$ cat src/rtl/addr_map_cfg.svh
// Purpose: Address map, field positions and reset values of the map.
// Assumes: Byte addresses on the data side, word addresses on the program.
// Notes: Definitions only.
`ifndef ADDR_MAP_CFG_SVH
`define ADDR_MAP_CFG_SVH

// Core clock rate in hertz.
`define CORE_CLK_HZ 25000000

// Data side, 15-bit byte addresses.
`define D_WIN_END 15'h4000
`define D_REG_BASE 15'h4000
`define D_REG_END 15'h5000
`define D_INFO_BASE 15'h5000
`define D_INFO_END 15'h5400
`define D_RAM_BASE 15'h6c00
// Bit of the data address that marks a byte access.
`define D_BYTE_BIT 15

// Offsets inside the register region.
`define R_SYS_BASE 12'hc00
`define R_WIN_SEL 12'hf00
`define R_PERM_BASE 12'hf10
`define R_PERM_END 12'hf24

// Program side, 16-bit word addresses.
`define P_FLASH_END 16'he000
`define P_RAM_BASE 16'hf600

// Reset values.
`define WIN_SEL_RST 3'h0
`define PERM_RST 16'h0000

`endif

$ cat src/rtl/addr_map_pkg.sv
// Purpose: Types shared by the address map and its permission store.
// Assumes: Nothing beyond the configuration header.
// Notes: Constants live in addr_map_cfg.svh.
package addr_map_pkg;

  // Source of a pending read answer.
  typedef enum logic [2:0] {
    SRC_NONE  = 3'b000,
    SRC_FLASH = 3'b001,
    SRC_INFO  = 3'b010,
    SRC_RAM   = 3'b011,
    SRC_REG   = 3'b100,
    SRC_LOCAL = 3'b101
  } src_e;

  // Reason a write was refused.
  typedef enum logic [1:0] {
    FLT_RAM  = 2'b00,
    FLT_SYS  = 2'b01,
    FLT_LOCK = 2'b10,
    FLT_BYTE = 2'b11
  } fault_kind_e;

endpackage

$ cat src/rtl/ram_guard.sv
// Purpose: Per-section RAM write permission bits with word readback.
// Assumes: Writes come from the privileged path already checked upstream.
// Notes: A set bit lets restricted code write that 32-byte section.
`timescale 1ns/10ps
`include "addr_map_cfg.svh"
module ram_guard import addr_map_pkg::*; #(
  parameter int SECTIONS = 160
) (
  input wire logic ref_clk_i,
  input wire logic arst_n_i,
  input wire logic wr_i,
  input wire logic [3:0] wr_word_i,
  input wire logic [15:0] wr_data_i,
  input wire logic [7:0] sect_i,
  output logic allow_o,
  input wire logic [3:0] rd_word_i,
  output logic [15:0] rd_data_o
);

  localparam int WORDS = (SECTIONS + 15) / 16;
  // Reset pattern of one permission word, repeated over every word.
  localparam logic [15:0] PERM_INIT = `PERM_RST;

  logic [WORDS*16-1:0] perm;

  // One permission flop per section, loaded by a word write.
  for (genvar g = 0; g < WORDS * 16; g++) begin : g_perm
    always_ff @(posedge ref_clk_i or negedge arst_n_i) begin
      if (!arst_n_i) begin
        perm[g] <= PERM_INIT[g % 16];
      end else if (wr_i && (wr_word_i == 4'(g / 16))) begin
        perm[g] <= wr_data_i[g % 16];
      end
    end
  end

  // Section lookup and readback; words past the store read as zero.
  always_comb begin
    allow_o = (32'(sect_i) < SECTIONS) ? perm[sect_i] : 1'b0;
    if (32'(rd_word_i) < WORDS) begin
      rd_data_o = perm[rd_word_i*16 +: 16];
    end else begin
      rd_data_o = 16'h0000;
    end
  end

endmodule

$ cat src/rtl/cpu_address_map_and_write_guard.sv
// Purpose: Program and data address decode with restricted-level write guard.
// Assumes: Memories answer one cycle after their strobe.
// Notes: Answers reach the core three cycles after the request.
// Function
// - Data addresses are 15-bit byte addresses, byte or word access.
// - Program addresses are 16-bit word addresses, always whole words.
// - Data address bit 15 marks a byte access; core drives it always.
// - Flash is 128kB, handled as 1024-byte pages.
// - Lowest 112kB of flash sits at program words 0 to 56k.
// - Data window at lowest 16kB shows one of eight flash sections.
// - Data flash reads may be bytes; writes only whole words.
// - Top 16kB of flash reachable on data side only through the window.
// - Info page at 0x5000, 1024 bytes, byte read, word write.
// - Info page programming stays locked unless debug interface unlocks it.
// - RAM sits at the top 2.5k program words.
// - RAM occupies the last 5kB of data addresses.
// - Each 32-byte RAM section has a restricted-level write permission bit.
// - RAM reads never blocked; privileged level always has full access.
// - Peripheral registers start at data byte address 0x4000.
// - System registers refuse writes at the restricted level.
// - Blocked restricted writes are captured with their address.
// - Core and decoder run from the single core clock.
`timescale 1ns/10ps
`include "addr_map_cfg.svh"
module cpu_address_map_and_write_guard import addr_map_pkg::*; #(
  parameter int RAM_SECTIONS = 160
) (
  input wire logic ref_clk_i,
  input wire logic arst_n_i,
  input wire logic prog_req_i,
  input wire logic [15:0] prog_addr_i,
  input wire logic [15:0] pflash_rdata_i,
  input wire logic [15:0] pram_rdata_i,
  input wire logic data_req_i,
  input wire logic data_we_i,
  input wire logic [15:0] data_addr_i,
  input wire logic [15:0] data_wdata_i,
  input wire logic priv_i,
  input wire logic [15:0] dflash_rdata_i,
  input wire logic [15:0] info_rdata_i,
  input wire logic [15:0] ram_rdata_i,
  input wire logic [15:0] reg_rdata_i,
  input wire logic info_unlock_i,
  input wire logic fault_clr_i,
  output logic pflash_rd_o,
  output logic [15:0] pflash_addr_o,
  output logic pram_rd_o,
  output logic [11:0] pram_addr_o,
  output logic [15:0] prog_rdata_o,
  output logic prog_rvalid_o,
  output logic dflash_rd_o,
  output logic dflash_wr_o,
  output logic [15:0] dflash_addr_o,
  output logic info_rd_o,
  output logic info_wr_o,
  output logic [8:0] info_addr_o,
  output logic ram_rd_o,
  output logic ram_wr_o,
  output logic [11:0] ram_addr_o,
  output logic reg_rd_o,
  output logic reg_wr_o,
  output logic [10:0] reg_addr_o,
  output logic [15:0] wdata_o,
  output logic [1:0] be_o,
  output logic [15:0] data_rdata_o,
  output logic data_rvalid_o,
  output logic [2:0] win_sel_o,
  output logic info_prog_en_o,
  output logic fault_valid_o,
  output logic [15:0] fault_addr_o,
  output logic [1:0] fault_kind_o
);

  // Decoded data access, cycle 0.
  logic [14:0] a;
  logic is_byte;
  logic in_win;
  logic in_reg;
  logic in_info;
  logic in_ram;
  logic in_sys;
  logic in_local;
  logic [11:0] roff;
  logic [12:0] ram_off;
  logic [11:0] pram_off;
  logic allow;
  logic [15:0] perm_rd;
  logic [1:0] next_be;
  logic wr_flash;
  logic wr_info;
  logic wr_ram;
  logic wr_reg;
  logic wr_win;
  logic wr_perm;
  logic blocked;
  fault_kind_e next_kind;
  logic [15:0] local_rd;

  // Synchroniser for the debug unlock level.
  logic [2:0] unlock_sync;

  // Read answer pipeline.
  src_e src1;
  src_e src2;
  logic byte1;
  logic byte2;
  logic lane1;
  logic lane2;
  logic [15:0] local1;
  logic [15:0] local2;
  logic drd1;
  logic drd2;
  logic prd1;
  logic prd2;
  logic pram1;
  logic pram2;
  logic pmap1;
  logic pmap2;

  // Field extraction; bit 15 is the byte flag, not part of the address.
  assign a = data_addr_i[14:0];
  assign is_byte = data_addr_i[`D_BYTE_BIT];
  assign roff = a[11:0];
  assign ram_off = 13'(a - `D_RAM_BASE);
  assign pram_off = 12'(prog_addr_i - `P_RAM_BASE);

  // Region decode of the data side.
  always_comb begin
    in_win = (a < `D_WIN_END);
    in_reg = (a >= `D_REG_BASE) && (a < `D_REG_END);
    in_info = (a >= `D_INFO_BASE) && (a < `D_INFO_END);
    in_ram = (a >= `D_RAM_BASE);
    in_sys = in_reg && (roff >= `R_SYS_BASE);
    in_local = in_reg && (roff >= `R_WIN_SEL) && (roff < `R_PERM_END);
  end

  // Byte lanes: a byte access picks the lane from address bit 0.
  always_comb begin
    if (is_byte) begin
      next_be = a[0] ? 2'b10 : 2'b01;
    end else begin
      next_be = 2'b11;
    end
  end

  // Permission store for the RAM sections.
  ram_guard #(
    .SECTIONS(RAM_SECTIONS)
  ) u_guard (
    .ref_clk_i(ref_clk_i),
    .arst_n_i(arst_n_i),
    .wr_i(wr_perm),
    .wr_word_i(4'(roff[11:1] - `R_PERM_BASE / 2)),
    .wr_data_i(data_wdata_i),
    .sect_i(ram_off[12:5]),
    .allow_o(allow),
    .rd_word_i(4'(roff[11:1] - `R_PERM_BASE / 2)),
    .rd_data_o(perm_rd)
  );

  // Readback of the locally held registers.
  always_comb begin
    if (roff == `R_WIN_SEL) begin
      local_rd = {13'h0000, win_sel_o};
    end else if (roff >= `R_PERM_BASE) begin
      local_rd = perm_rd;
    end else begin
      local_rd = 16'h0000;
    end
  end

  // Write decision and refusal reason for the current data access.
  always_comb begin
    wr_flash = 1'b0;
    wr_info = 1'b0;
    wr_ram = 1'b0;
    wr_reg = 1'b0;
    wr_win = 1'b0;
    wr_perm = 1'b0;
    blocked = 1'b0;
    next_kind = FLT_RAM;
    if (data_req_i && data_we_i) begin
      if (in_win) begin
        if (is_byte) begin
          blocked = 1'b1;
          next_kind = FLT_BYTE;
        end else begin
          wr_flash = 1'b1;
        end
      end else if (in_info) begin
        if (is_byte) begin
          blocked = 1'b1;
          next_kind = FLT_BYTE;
        end else if (!info_prog_en_o) begin
          blocked = 1'b1;
          next_kind = FLT_LOCK;
        end else begin
          wr_info = 1'b1;
        end
      end else if (in_ram) begin
        if (!priv_i && !allow) begin
          blocked = 1'b1;
          next_kind = FLT_RAM;
        end else begin
          wr_ram = 1'b1;
        end
      end else if (in_reg) begin
        if (!priv_i && in_sys) begin
          blocked = 1'b1;
          next_kind = FLT_SYS;
        end else if (in_local) begin
          wr_win = !is_byte && (roff == `R_WIN_SEL);
          wr_perm = !is_byte && (roff >= `R_PERM_BASE);
        end else begin
          wr_reg = 1'b1;
        end
      end
    end
  end

  // Debug unlock arrives from another domain; two agreeing stages count.
  always_ff @(posedge ref_clk_i or negedge arst_n_i) begin
    if (!arst_n_i) begin
      unlock_sync <= 3'h0;
      info_prog_en_o <= 1'b0;
    end else begin
      unlock_sync <= {unlock_sync[1:0], info_unlock_i};
      if (unlock_sync[1] == unlock_sync[2]) begin
        info_prog_en_o <= unlock_sync[2];
      end
    end
  end

  // Flash window section select, privileged writes only.
  always_ff @(posedge ref_clk_i or negedge arst_n_i) begin
    if (!arst_n_i) begin
      win_sel_o <= `WIN_SEL_RST;
    end else if (wr_win) begin
      win_sel_o <= data_wdata_i[2:0];
    end
  end

  // Refused write capture; a new refusal wins over a clear.
  always_ff @(posedge ref_clk_i or negedge arst_n_i) begin
    if (!arst_n_i) begin
      fault_valid_o <= 1'b0;
      fault_addr_o <= 16'h0000;
      fault_kind_o <= 2'h0;
    end else if (blocked) begin
      fault_valid_o <= 1'b1;
      fault_addr_o <= data_addr_i;
      fault_kind_o <= next_kind;
    end else if (fault_clr_i) begin
      fault_valid_o <= 1'b0;
    end
  end

  // Data side memory strobes, one cycle after the request.
  always_ff @(posedge ref_clk_i or negedge arst_n_i) begin
    if (!arst_n_i) begin
      dflash_rd_o <= 1'b0;
      dflash_wr_o <= 1'b0;
      dflash_addr_o <= 16'h0000;
      info_rd_o <= 1'b0;
      info_wr_o <= 1'b0;
      info_addr_o <= 9'h000;
      ram_rd_o <= 1'b0;
      ram_wr_o <= 1'b0;
      ram_addr_o <= 12'h000;
      reg_rd_o <= 1'b0;
      reg_wr_o <= 1'b0;
      reg_addr_o <= 11'h000;
      wdata_o <= 16'h0000;
      be_o <= 2'h0;
    end else begin
      dflash_rd_o <= data_req_i && !data_we_i && in_win;
      dflash_wr_o <= wr_flash;
      dflash_addr_o <= {win_sel_o, a[13:1]};
      info_rd_o <= data_req_i && !data_we_i && in_info;
      info_wr_o <= wr_info;
      info_addr_o <= a[9:1];
      ram_rd_o <= data_req_i && !data_we_i && in_ram;
      ram_wr_o <= wr_ram;
      ram_addr_o <= ram_off[12:1];
      reg_rd_o <= data_req_i && !data_we_i && in_reg && !in_local;
      reg_wr_o <= wr_reg;
      reg_addr_o <= roff[11:1];
      wdata_o <= data_wdata_i;
      be_o <= next_be;
    end
  end

  // Data read pipeline: source, lane and local value follow the strobe.
  always_ff @(posedge ref_clk_i or negedge arst_n_i) begin
    if (!arst_n_i) begin
      src1 <= SRC_NONE;
      src2 <= SRC_NONE;
      byte1 <= 1'b0;
      byte2 <= 1'b0;
      lane1 <= 1'b0;
      lane2 <= 1'b0;
      local1 <= 16'h0000;
      local2 <= 16'h0000;
      drd1 <= 1'b0;
      drd2 <= 1'b0;
    end else begin
      if (!data_req_i || data_we_i) begin
        src1 <= SRC_NONE;
      end else if (in_win) begin
        src1 <= SRC_FLASH;
      end else if (in_info) begin
        src1 <= SRC_INFO;
      end else if (in_ram) begin
        src1 <= SRC_RAM;
      end else if (in_local) begin
        src1 <= SRC_LOCAL;
      end else if (in_reg) begin
        src1 <= SRC_REG;
      end else begin
        src1 <= SRC_NONE;
      end
      byte1 <= is_byte;
      lane1 <= a[0];
      local1 <= local_rd;
      src2 <= src1;
      byte2 <= byte1;
      lane2 <= lane1;
      local2 <= local1;
      // Every read is answered, unmapped ones too, so the core never stalls.
      drd1 <= data_req_i && !data_we_i;
      drd2 <= drd1;
    end
  end

  // Data answer; flash, info and RAM byte reads land in the low byte, unmapped reads zero.
  always_ff @(posedge ref_clk_i or negedge arst_n_i) begin
    if (!arst_n_i) begin
      data_rdata_o <= 16'h0000;
      data_rvalid_o <= 1'b0;
    end else begin
      data_rvalid_o <= drd2;
      case (src2)
        SRC_FLASH: data_rdata_o <= lane_pick(dflash_rdata_i, byte2, lane2);
        SRC_INFO: data_rdata_o <= lane_pick(info_rdata_i, byte2, lane2);
        SRC_RAM: data_rdata_o <= lane_pick(ram_rdata_i, byte2, lane2);
        SRC_REG: data_rdata_o <= reg_rdata_i;
        SRC_LOCAL: data_rdata_o <= local2;
        default: data_rdata_o <= 16'h0000;
      endcase
    end
  end

  // Program side strobes: flash words low, RAM words at the top.
  always_ff @(posedge ref_clk_i or negedge arst_n_i) begin
    if (!arst_n_i) begin
      pflash_rd_o <= 1'b0;
      pflash_addr_o <= 16'h0000;
      pram_rd_o <= 1'b0;
      pram_addr_o <= 12'h000;
    end else begin
      pflash_rd_o <= prog_req_i && (prog_addr_i < `P_FLASH_END);
      pflash_addr_o <= prog_addr_i;
      pram_rd_o <= prog_req_i && (prog_addr_i >= `P_RAM_BASE);
      pram_addr_o <= pram_off;
    end
  end

  // Program answer pipeline; the gap between regions reads zero.
  always_ff @(posedge ref_clk_i or negedge arst_n_i) begin
    if (!arst_n_i) begin
      prd1 <= 1'b0;
      prd2 <= 1'b0;
      pram1 <= 1'b0;
      pram2 <= 1'b0;
      pmap1 <= 1'b0;
      pmap2 <= 1'b0;
      prog_rdata_o <= 16'h0000;
      prog_rvalid_o <= 1'b0;
    end else begin
      prd1 <= prog_req_i;
      pram1 <= (prog_addr_i >= `P_RAM_BASE);
      pmap1 <= (prog_addr_i < `P_FLASH_END) || (prog_addr_i >= `P_RAM_BASE);
      prd2 <= prd1;
      pram2 <= pram1;
      pmap2 <= pmap1;
      prog_rvalid_o <= prd2;
      if (!pmap2) begin
        prog_rdata_o <= 16'h0000;
      end else if (pram2) begin
        prog_rdata_o <= pram_rdata_i;
      end else begin
        prog_rdata_o <= pflash_rdata_i;
      end
    end
  end

  // Selects one byte into the low lane for byte reads.
  function automatic logic [15:0] lane_pick(
    input logic [15:0] w,
    input logic b,
    input logic hi
  );
    if (!b) begin
      return w;
    end
    return hi ? {8'h00, w[15:8]} : {8'h00, w[7:0]};
  endfunction

  // Whole design runs on the one core clock.
  localparam int CLK_HZ = `CORE_CLK_HZ;

endmodule

$ cat config.mk
export PLATFORM = sky130hd
export DESIGN_NAME = cpu_address_map_and_write_guard
export DESIGN_NICKNAME = d
export VERILOG_FILES = /design/src/rtl/addr_map_pkg.sv /design/src/rtl/ram_guard.sv /design/src/rtl/cpu_address_map_and_write_guard.sv
export VERILOG_INCLUDE_DIRS = /design/src /design/src/rtl
export SDC_FILE = /design/constraint.sdc
export NUM_CORES = 1
export LEC_CHECK = 0
export BUFFER_PORTS_ARGS = -buffer_cell sky130_fd_sc_hd__buf_2
export CAP_MARGIN = 25
export CORE_MARGIN = 2
export CORE_UTILIZATION = 55
export DETAILED_ROUTE_END_ITERATION = 10
export PLACE_DENSITY = 0.87
export SLEW_MARGIN = 20
export SYNTH_ARGS = -nofsm -noshare
export SYNTH_HDL_FRONTEND = slang
export SYNTH_HIERARCHICAL = 1
export SYNTH_SLANG_ARGS = --single-unit
export TNS_END_PERCENT = 5
$ cat constraint.sdc
create_clock -name ref_clk_i -period 4.2 [get_ports ref_clk_i]
set_input_delay 0.42 -clock ref_clk_i [delete_from_list [all_inputs] [get_ports ref_clk_i]]
set_output_delay 0.42 -clock ref_clk_i [all_outputs]
set_load 0.02 [all_outputs]
Word level (Yosys, flattened, before mapping)
Index checks and enable logic that the tools add are counted.
{"block": "totals", "reg_bits": 374, "inputBits": 152}
{"block": "classes", "n_addsub": 3, "order_cmp": 15, "n_eq_ne": 16, "shifts": 1, "muxes": 85, "reduce_logical": 38}
{"op": "16-bit two-way mux", "n": 11}
{"op": "160-bit by 9-bit variable part select with 16-bit output", "n": 1}
{"op": "16-bit case mux with 5 select lines", "n": 1}
{"op": "1-bit two-way mux", "n": 55}
{"op": "15-bit greater-or-equal comparator (second input constant)", "n": 3}
{"op": "15-bit < comparator (second input constant)", "n": 3}
{"op": "12-bit greater-or-equal comparator (second input constant)", "n": 3}
{"op": "1-bit logical AND", "n": 28}
{"op": "8-bit two-way mux", "n": 3}
{"op": "3-bit two-way mux", "n": 6}
{"op": "4-bit by 3-bit equality test with 1-bit output (second input constant)", "n": 4}
{"op": "16-bit greater-or-equal comparator (second input constant)", "n": 1}
{"op": "16-bit < comparator (second input constant)", "n": 1}
{"op": "2-bit two-way mux", "n": 8}
{"op": "13-bit by 12-bit subtractor with 13-bit output (second input constant)", "n": 1}
{"op": "12-bit equality test (second input constant)", "n": 1}
{"op": "12-bit < comparator (second input constant)", "n": 1}
{"op": "12-bit by 11-bit subtractor with 12-bit output (second input constant)", "n": 1}
{"op": "8-bit by 9-bit < comparator with 1-bit output (second input constant)", "n": 1}
{"op": "1-bit binary-select mux with 8-bit select", "n": 1}
{"op": "4-bit by 2-bit equality test with 1-bit output (second input constant)", "n": 2}
{"op": "4-bit equality test (second input constant)", "n": 2}
{"op": "8-bit < comparator (second input constant)", "n": 1}
{"op": "3-bit by 2-bit equality test with 1-bit output (second input constant)", "n": 2}
{"op": "10 further kinds", "n": 17}

Depth between registers and ports, before layout
{"block": "depth", "depth_word": 12, "ltp_mapped": 15, "mapped_depth_nobuf": 9}

Hierarchy
The synthesis kept the hierarchy.
{"module": "ram_guard", "instances": 1, "cells_per_inst": 603, "area_per_inst_um2": 8750.9, "seq_area_each_um2": 4003.8}
{"module": "cpu_address_map_and_write_guard", "instances": 1, "cells_per_inst": 467, "area_per_inst_um2": 6572.6, "seq_area_each_um2": 4404.2}

Worst setup path before layout
OpenSTA, ideal clock, no wires.
{"block": "synth_path", "kind": "input -> register", "startpoint": "input data_addr_i[6]", "endpoint": "register fault_addr_o[10]", "setup_ps": 125, "arrival_time_ps": 3060, "setup_slack_ps": 1015, "cell_stages": 13, "path_buffers": 4, "path_cell_list": "buf_6 > buf_12 > mux4_2 > mux4_2 > nor2_1 > a21oi_1 > a31oi_1 > o2111ai_1 > o21a_1 > o311a_1 > buf_6 > buf_12 > mux2_4"}
{"block": "synth_between", "elab_chain_len": 11, "elab_cells_between_ends": 25, "cone_classes": "add/sub (1); order compare (8); mux (10); reduce/logical (6)"}
{"item": "start, declared", "line_no": "cpu_address_map_and_write_guard.sv:36", "rtl": "input wire logic [15:0] data_addr_i,"}
{"item": "13-bit by 12-bit subtractor with 13-bit output (no source line) (*)"}
{"item": "1-bit binary-select mux with 8-bit select", "line_no": "ram_guard.sv:39", "rtl": "allow_o = (32'(sect_i) < SECTIONS) ? perm[sect_i] : 1'b0;"}
{"item": "1-bit two-way mux (implied by the code)", "line_no": "ram_guard.sv:39"}
{"item": "1-bit two-way mux (*)", "line_no": "ram_guard.sv:39"}
{"item": "net allow", "line_no": "cpu_address_map_and_write_guard.sv:86", "rtl": "logic allow;"}
{"item": "1-bit zero test (*)", "line_no": "cpu_address_map_and_write_guard.sv:201", "rtl": "if (!priv_i && !allow) begin"}
{"item": "1-bit logical AND (*)", "line_no": "cpu_address_map_and_write_guard.sv:201"}
{"item": "1-bit two-way mux (*)", "line_no": "cpu_address_map_and_write_guard.sv:201"}
{"item": "1-bit two-way mux (*)", "line_no": "cpu_address_map_and_write_guard.sv:200", "rtl": "end else if (in_ram) begin"}
{"item": "1-bit two-way mux (*)", "line_no": "cpu_address_map_and_write_guard.sv:190", "rtl": "end else if (in_info) begin"}
{"item": "1-bit two-way mux (*)", "line_no": "cpu_address_map_and_write_guard.sv:183", "rtl": "if (in_win) begin"}
{"item": "1-bit two-way mux (*)", "line_no": "cpu_address_map_and_write_guard.sv:182", "rtl": "if (data_req_i && data_we_i) begin"}
{"item": "end signal, assigned", "line_no": "cpu_address_map_and_write_guard.sv:251", "rtl": "fault_addr_o <= data_addr_i;"}
{"item": "end, declared", "line_no": "cpu_address_map_and_write_guard.sv:70", "rtl": "output logic [15:0] fault_addr_o,"}
Mark *: on every way through the listed nets, which the timed path passes. The rest lies on a longest branch. The select of a mux whose other input is x is not followed.
A chain may end at the register's enable or synchronous reset.

Worst setup path after layout
{"block": "layout_path", "startpoint": "input data_addr_i[6]", "endpoint": "register fault_addr_o[6]"}
The elaborated chain is that of the path after synthesis.

==> results.tsv <==
stage	metric	value	unit
routing	drt first pass iters	6	
global_routing	vias in the first global route	11000	
hold_path	type of the most critical hold path	input port to flop	
clock_network	Post-CTS Setup Inserts	0	
clock_network	CTS resizes	0	
logic_synthesis	synthesis-stage register bit count	336	
logic_synthesis	Synth area leaders	dfrtp_1, mux2_2, mux4_2	
sta	FMAX	0.295	GHz
critical_path	CP Cell Sequence	buf_2 > mux4_1 > mux4_2 > o2bb2ai_1 > nor4b_1 > a31oi_1 > o2111ai_1 > o21a_1 > o311a_1 > buf_4 > mux2_4	
placed_design	hpwl dp	28.9	mm
clock_network	CTS Hold Buffers Added	12	
sta	Least-Margin Pin Slew	999	ps
sta	hold violation count in the final report	0	
die	total die area	29200	sq um
clock_network	Root Buffer	clkbuf_16	
global_routing	largest net degree at the start of global routing	135	
clock_network	Bufs on Longest Clock Path	3	
clock_network	CTS tree	done	
die	Initial Util	0.555	
status	status	completed	
global_routing	global-route wire length before repair	63.4	mm
logic_synthesis	Distinct cells, synth	63	
critical_path	arrival time at the worst endpoint	3810	ps
die	placeable core area	27600	sq um
critical_path	crit path capture type	flop	
pwr	maximum VDD drop	248	uV
routing	WL/cell	24.0	microns
routing	Routed Antenna Nets	0	
routing	# DRC	0	
die	row count	61	
critical_path	CP Class	input port to flop	
die	Ports	313	
pwr	Cell Pwr Density	400	nW/um^2
routing	Initial DRC Count	1369	
sta	Fin Clk Skew	31.7	ps
placed_design	DP Worst Slack	334	ps
layout	synth-to-layout area growth	19.6	%
clock_network	clk slew on worst S/H paths	60	ps
placed_design	PortBufs	312	
logic_synthesis	Mapped Area	15300	sq um
sta	Finish-stage setup viols	0	
global_routing	initial antenna violation count	2	
clock_network	clk sink count	336	
layout	layout cell share with drive strength beyond 1	0.492	
sta	Min Hold Slack	11.2	ps
placed_design	Placer Congestion	0.982	
clock_network	Clk Latency, worst-skew pair	540	ps
die	DIE HEIGHT	171	microns
sta	clock period minus worst slack	3390	ps
routing	Routed WL	42.0	mm
sta	Final Max Slew Viols	0	
logic_synthesis	Synth top area share	0.549	
die	Die X-Extent	171	microns
sta	RSZ-0062 raised after global routing	false	
logic_synthesis	most numerous cell in the Yosys netlist	dfrtp_1	
critical_path	Critical Path Max Stage Delay	630	ps
pwr	Static Leak	9.11	nW
routing	vias	10800	
sta	crit share post-route	0.808	
critical_path	Required @ worst endpoint	4620	ps
clock_network	total CTS buffers	36	
logic_synthesis	Synth async-reset ratio	1.00	
logic_synthesis	syn_nets	1225	
logic_synthesis	sequential area share after synthesis	0.549	
logic_synthesis	post-synthesis cell type with the largest combined area	dfrtp_1	
logic_synthesis	synth cell count leaders	dfrtp_1, mux2_2, mux4_2	
clock_network	# H-tree levels	2	
sta	setup slack after layout	806	ps
sta	Slew HR	0.332	
logic_synthesis	average size of a mapped cell	14.3	sq um
layout	Final #Nets	1500	
critical_path	slowest stage cell, crit path	mux4_1	
logic_synthesis	Yosys warning total	6	
sta	final setup TNS	0	ps
global_routing	total gr overflow	0	
layout	Util after Layout	0.664	
routing	vias per cell	6.17	
critical_path	buffers and inverters on the worst path	2	
global_routing	total track usage	0.289	
logic_synthesis	Post-synth EDFFs	0	
run	max_cap viols	0	
critical_path	Top Family by Delay on Critical Path	multiplexers	
logic_synthesis	Synth Flop Type	dfrtp_1	
critical_path	startpoint types	input port	
logic_synthesis	post-synthesis cell count	1070	
critical_path	worst-path maximum fanout	18	
==> area by class of cell <==
| class | count | area [sq um] |
|---|---|---|
| tap | 378 | 473 |
| antenna | 1 | 2.50 |
| sequential | 336 | 8410 |
| clock buffer | 52 | 1080 |
| multi-input combinational | 606 | 6220 |
| fill | 1880 | 9300 |
| timing repair buffer | 355 | 1980 |
| inverter | 10 | 37.5 |
| clock inverter | 12 | 130 |
==> where the power goes <==
group          switching [mW]  total [mW]  internal [mW]
Clock                    1.29        3.16           1.87
Combinational           0.487       0.770          0.283
Sequential             0.0637        3.40           3.34
Total                    1.84        7.33           5.49
==> cell families after synthesis <==
family,synth area share
AOI/OAI and AO/OA,0.0505
xor gates and xnor gates,0.00114
adders and majority gates,0.00310
buffers and inverters,0.0460
DFF,0.549
muxes,0.286
and+or+nand+nor,0.0645
==> path summary, 6_finish.rpt <==
| path | start | end | slack, ps | cells past startpoint |
|---|---|---|---|---|
| worst max-delay path | data_addr_i[6] | fault_addr_o[6] | 810 | 11 |
| worst min-delay path | prog_addr_i[5] | pram_addr_o[5] | 10 | 1 |
| worst max register to register | u_guard/perm[154] | fault_addr_o[6] | 850 | 10 |
| worst min register to register | local1[11] | local2[11] | 340 | 0 |
| max in group asynchronous | arst_n_i | lane2 | 2640 | 4 |
| min in group asynchronous | arst_n_i | wdata_o[14] | 360 | 2 |
==> per-stage QoR <==
step | cells | area, sq um | total power [mW]
after floorplan | 1070 | 15300 | 3.87
after detailed placement | 1671 | 17000 | 4.21
final | 1750 | 18300 | 7.33
after global placement | 1671 | 17000 | 4.19
after global routing | 1750 | 18300 | 7.57
after CTS | 1747 | 18300 | 7.36
==> state kept, by name, indices dropped and copies added (netlist names), 6 cells and up <==
register	flops
dflash_addr_o	6
u_guard/perm	160
reg_addr_o	10
local1	16
pram_addr_o	12
wdata_o	16
prog_rdata_o	16
local2	16
data_rdata_o	16
fault_addr_o	16
pflash_addr_o	7
==> routing by layer <==
metal,global-route usage,part of all wire,vias to the layer above
met3,0.0594,0.090,128
met5,0,0,-
met2,0.493,0.50,696
met4,0.126,0.040,0
met1,0.358,0.37,5488
li1,-,-,4479
==> placed cells by master, fill, tap and decap left out, types with 3 or more instances in the layout <==
cell type,synthesis,final
nand3_1,8,8
nor2b_1,22,22
clkbuf_8,0,10
a21oi_1,22,22
clkinv_2,0,6
nor2_1,30,30
nor4_1,5,5
a222oi_1,8,8
ha_1,3,3
and2_1,16,16
nand2_1,40,40
a221oi_1,16,16
mux4_1,15,15
nor3_1,10,10
mux2_2,201,201
clkbuf_16,0,37
a22o_1,5,5
buf_2,9,311
dlygate4sd3_1,0,13
dfrtp_1,336,336
nand2b_1,7,7
inv_1,10,10
o21ai_0,4,4
or3_1,11,11
mux2_4,10,10
nand3b_1,7,7
buf_12,2,3
clkbuf_1,42,5
a221o_1,8,8
mux4_2,50,50
a22oi_1,22,22
buf_4,42,26
mux2i_1,45,45
No activity file was read; power rests on OpenSTA's default activity.
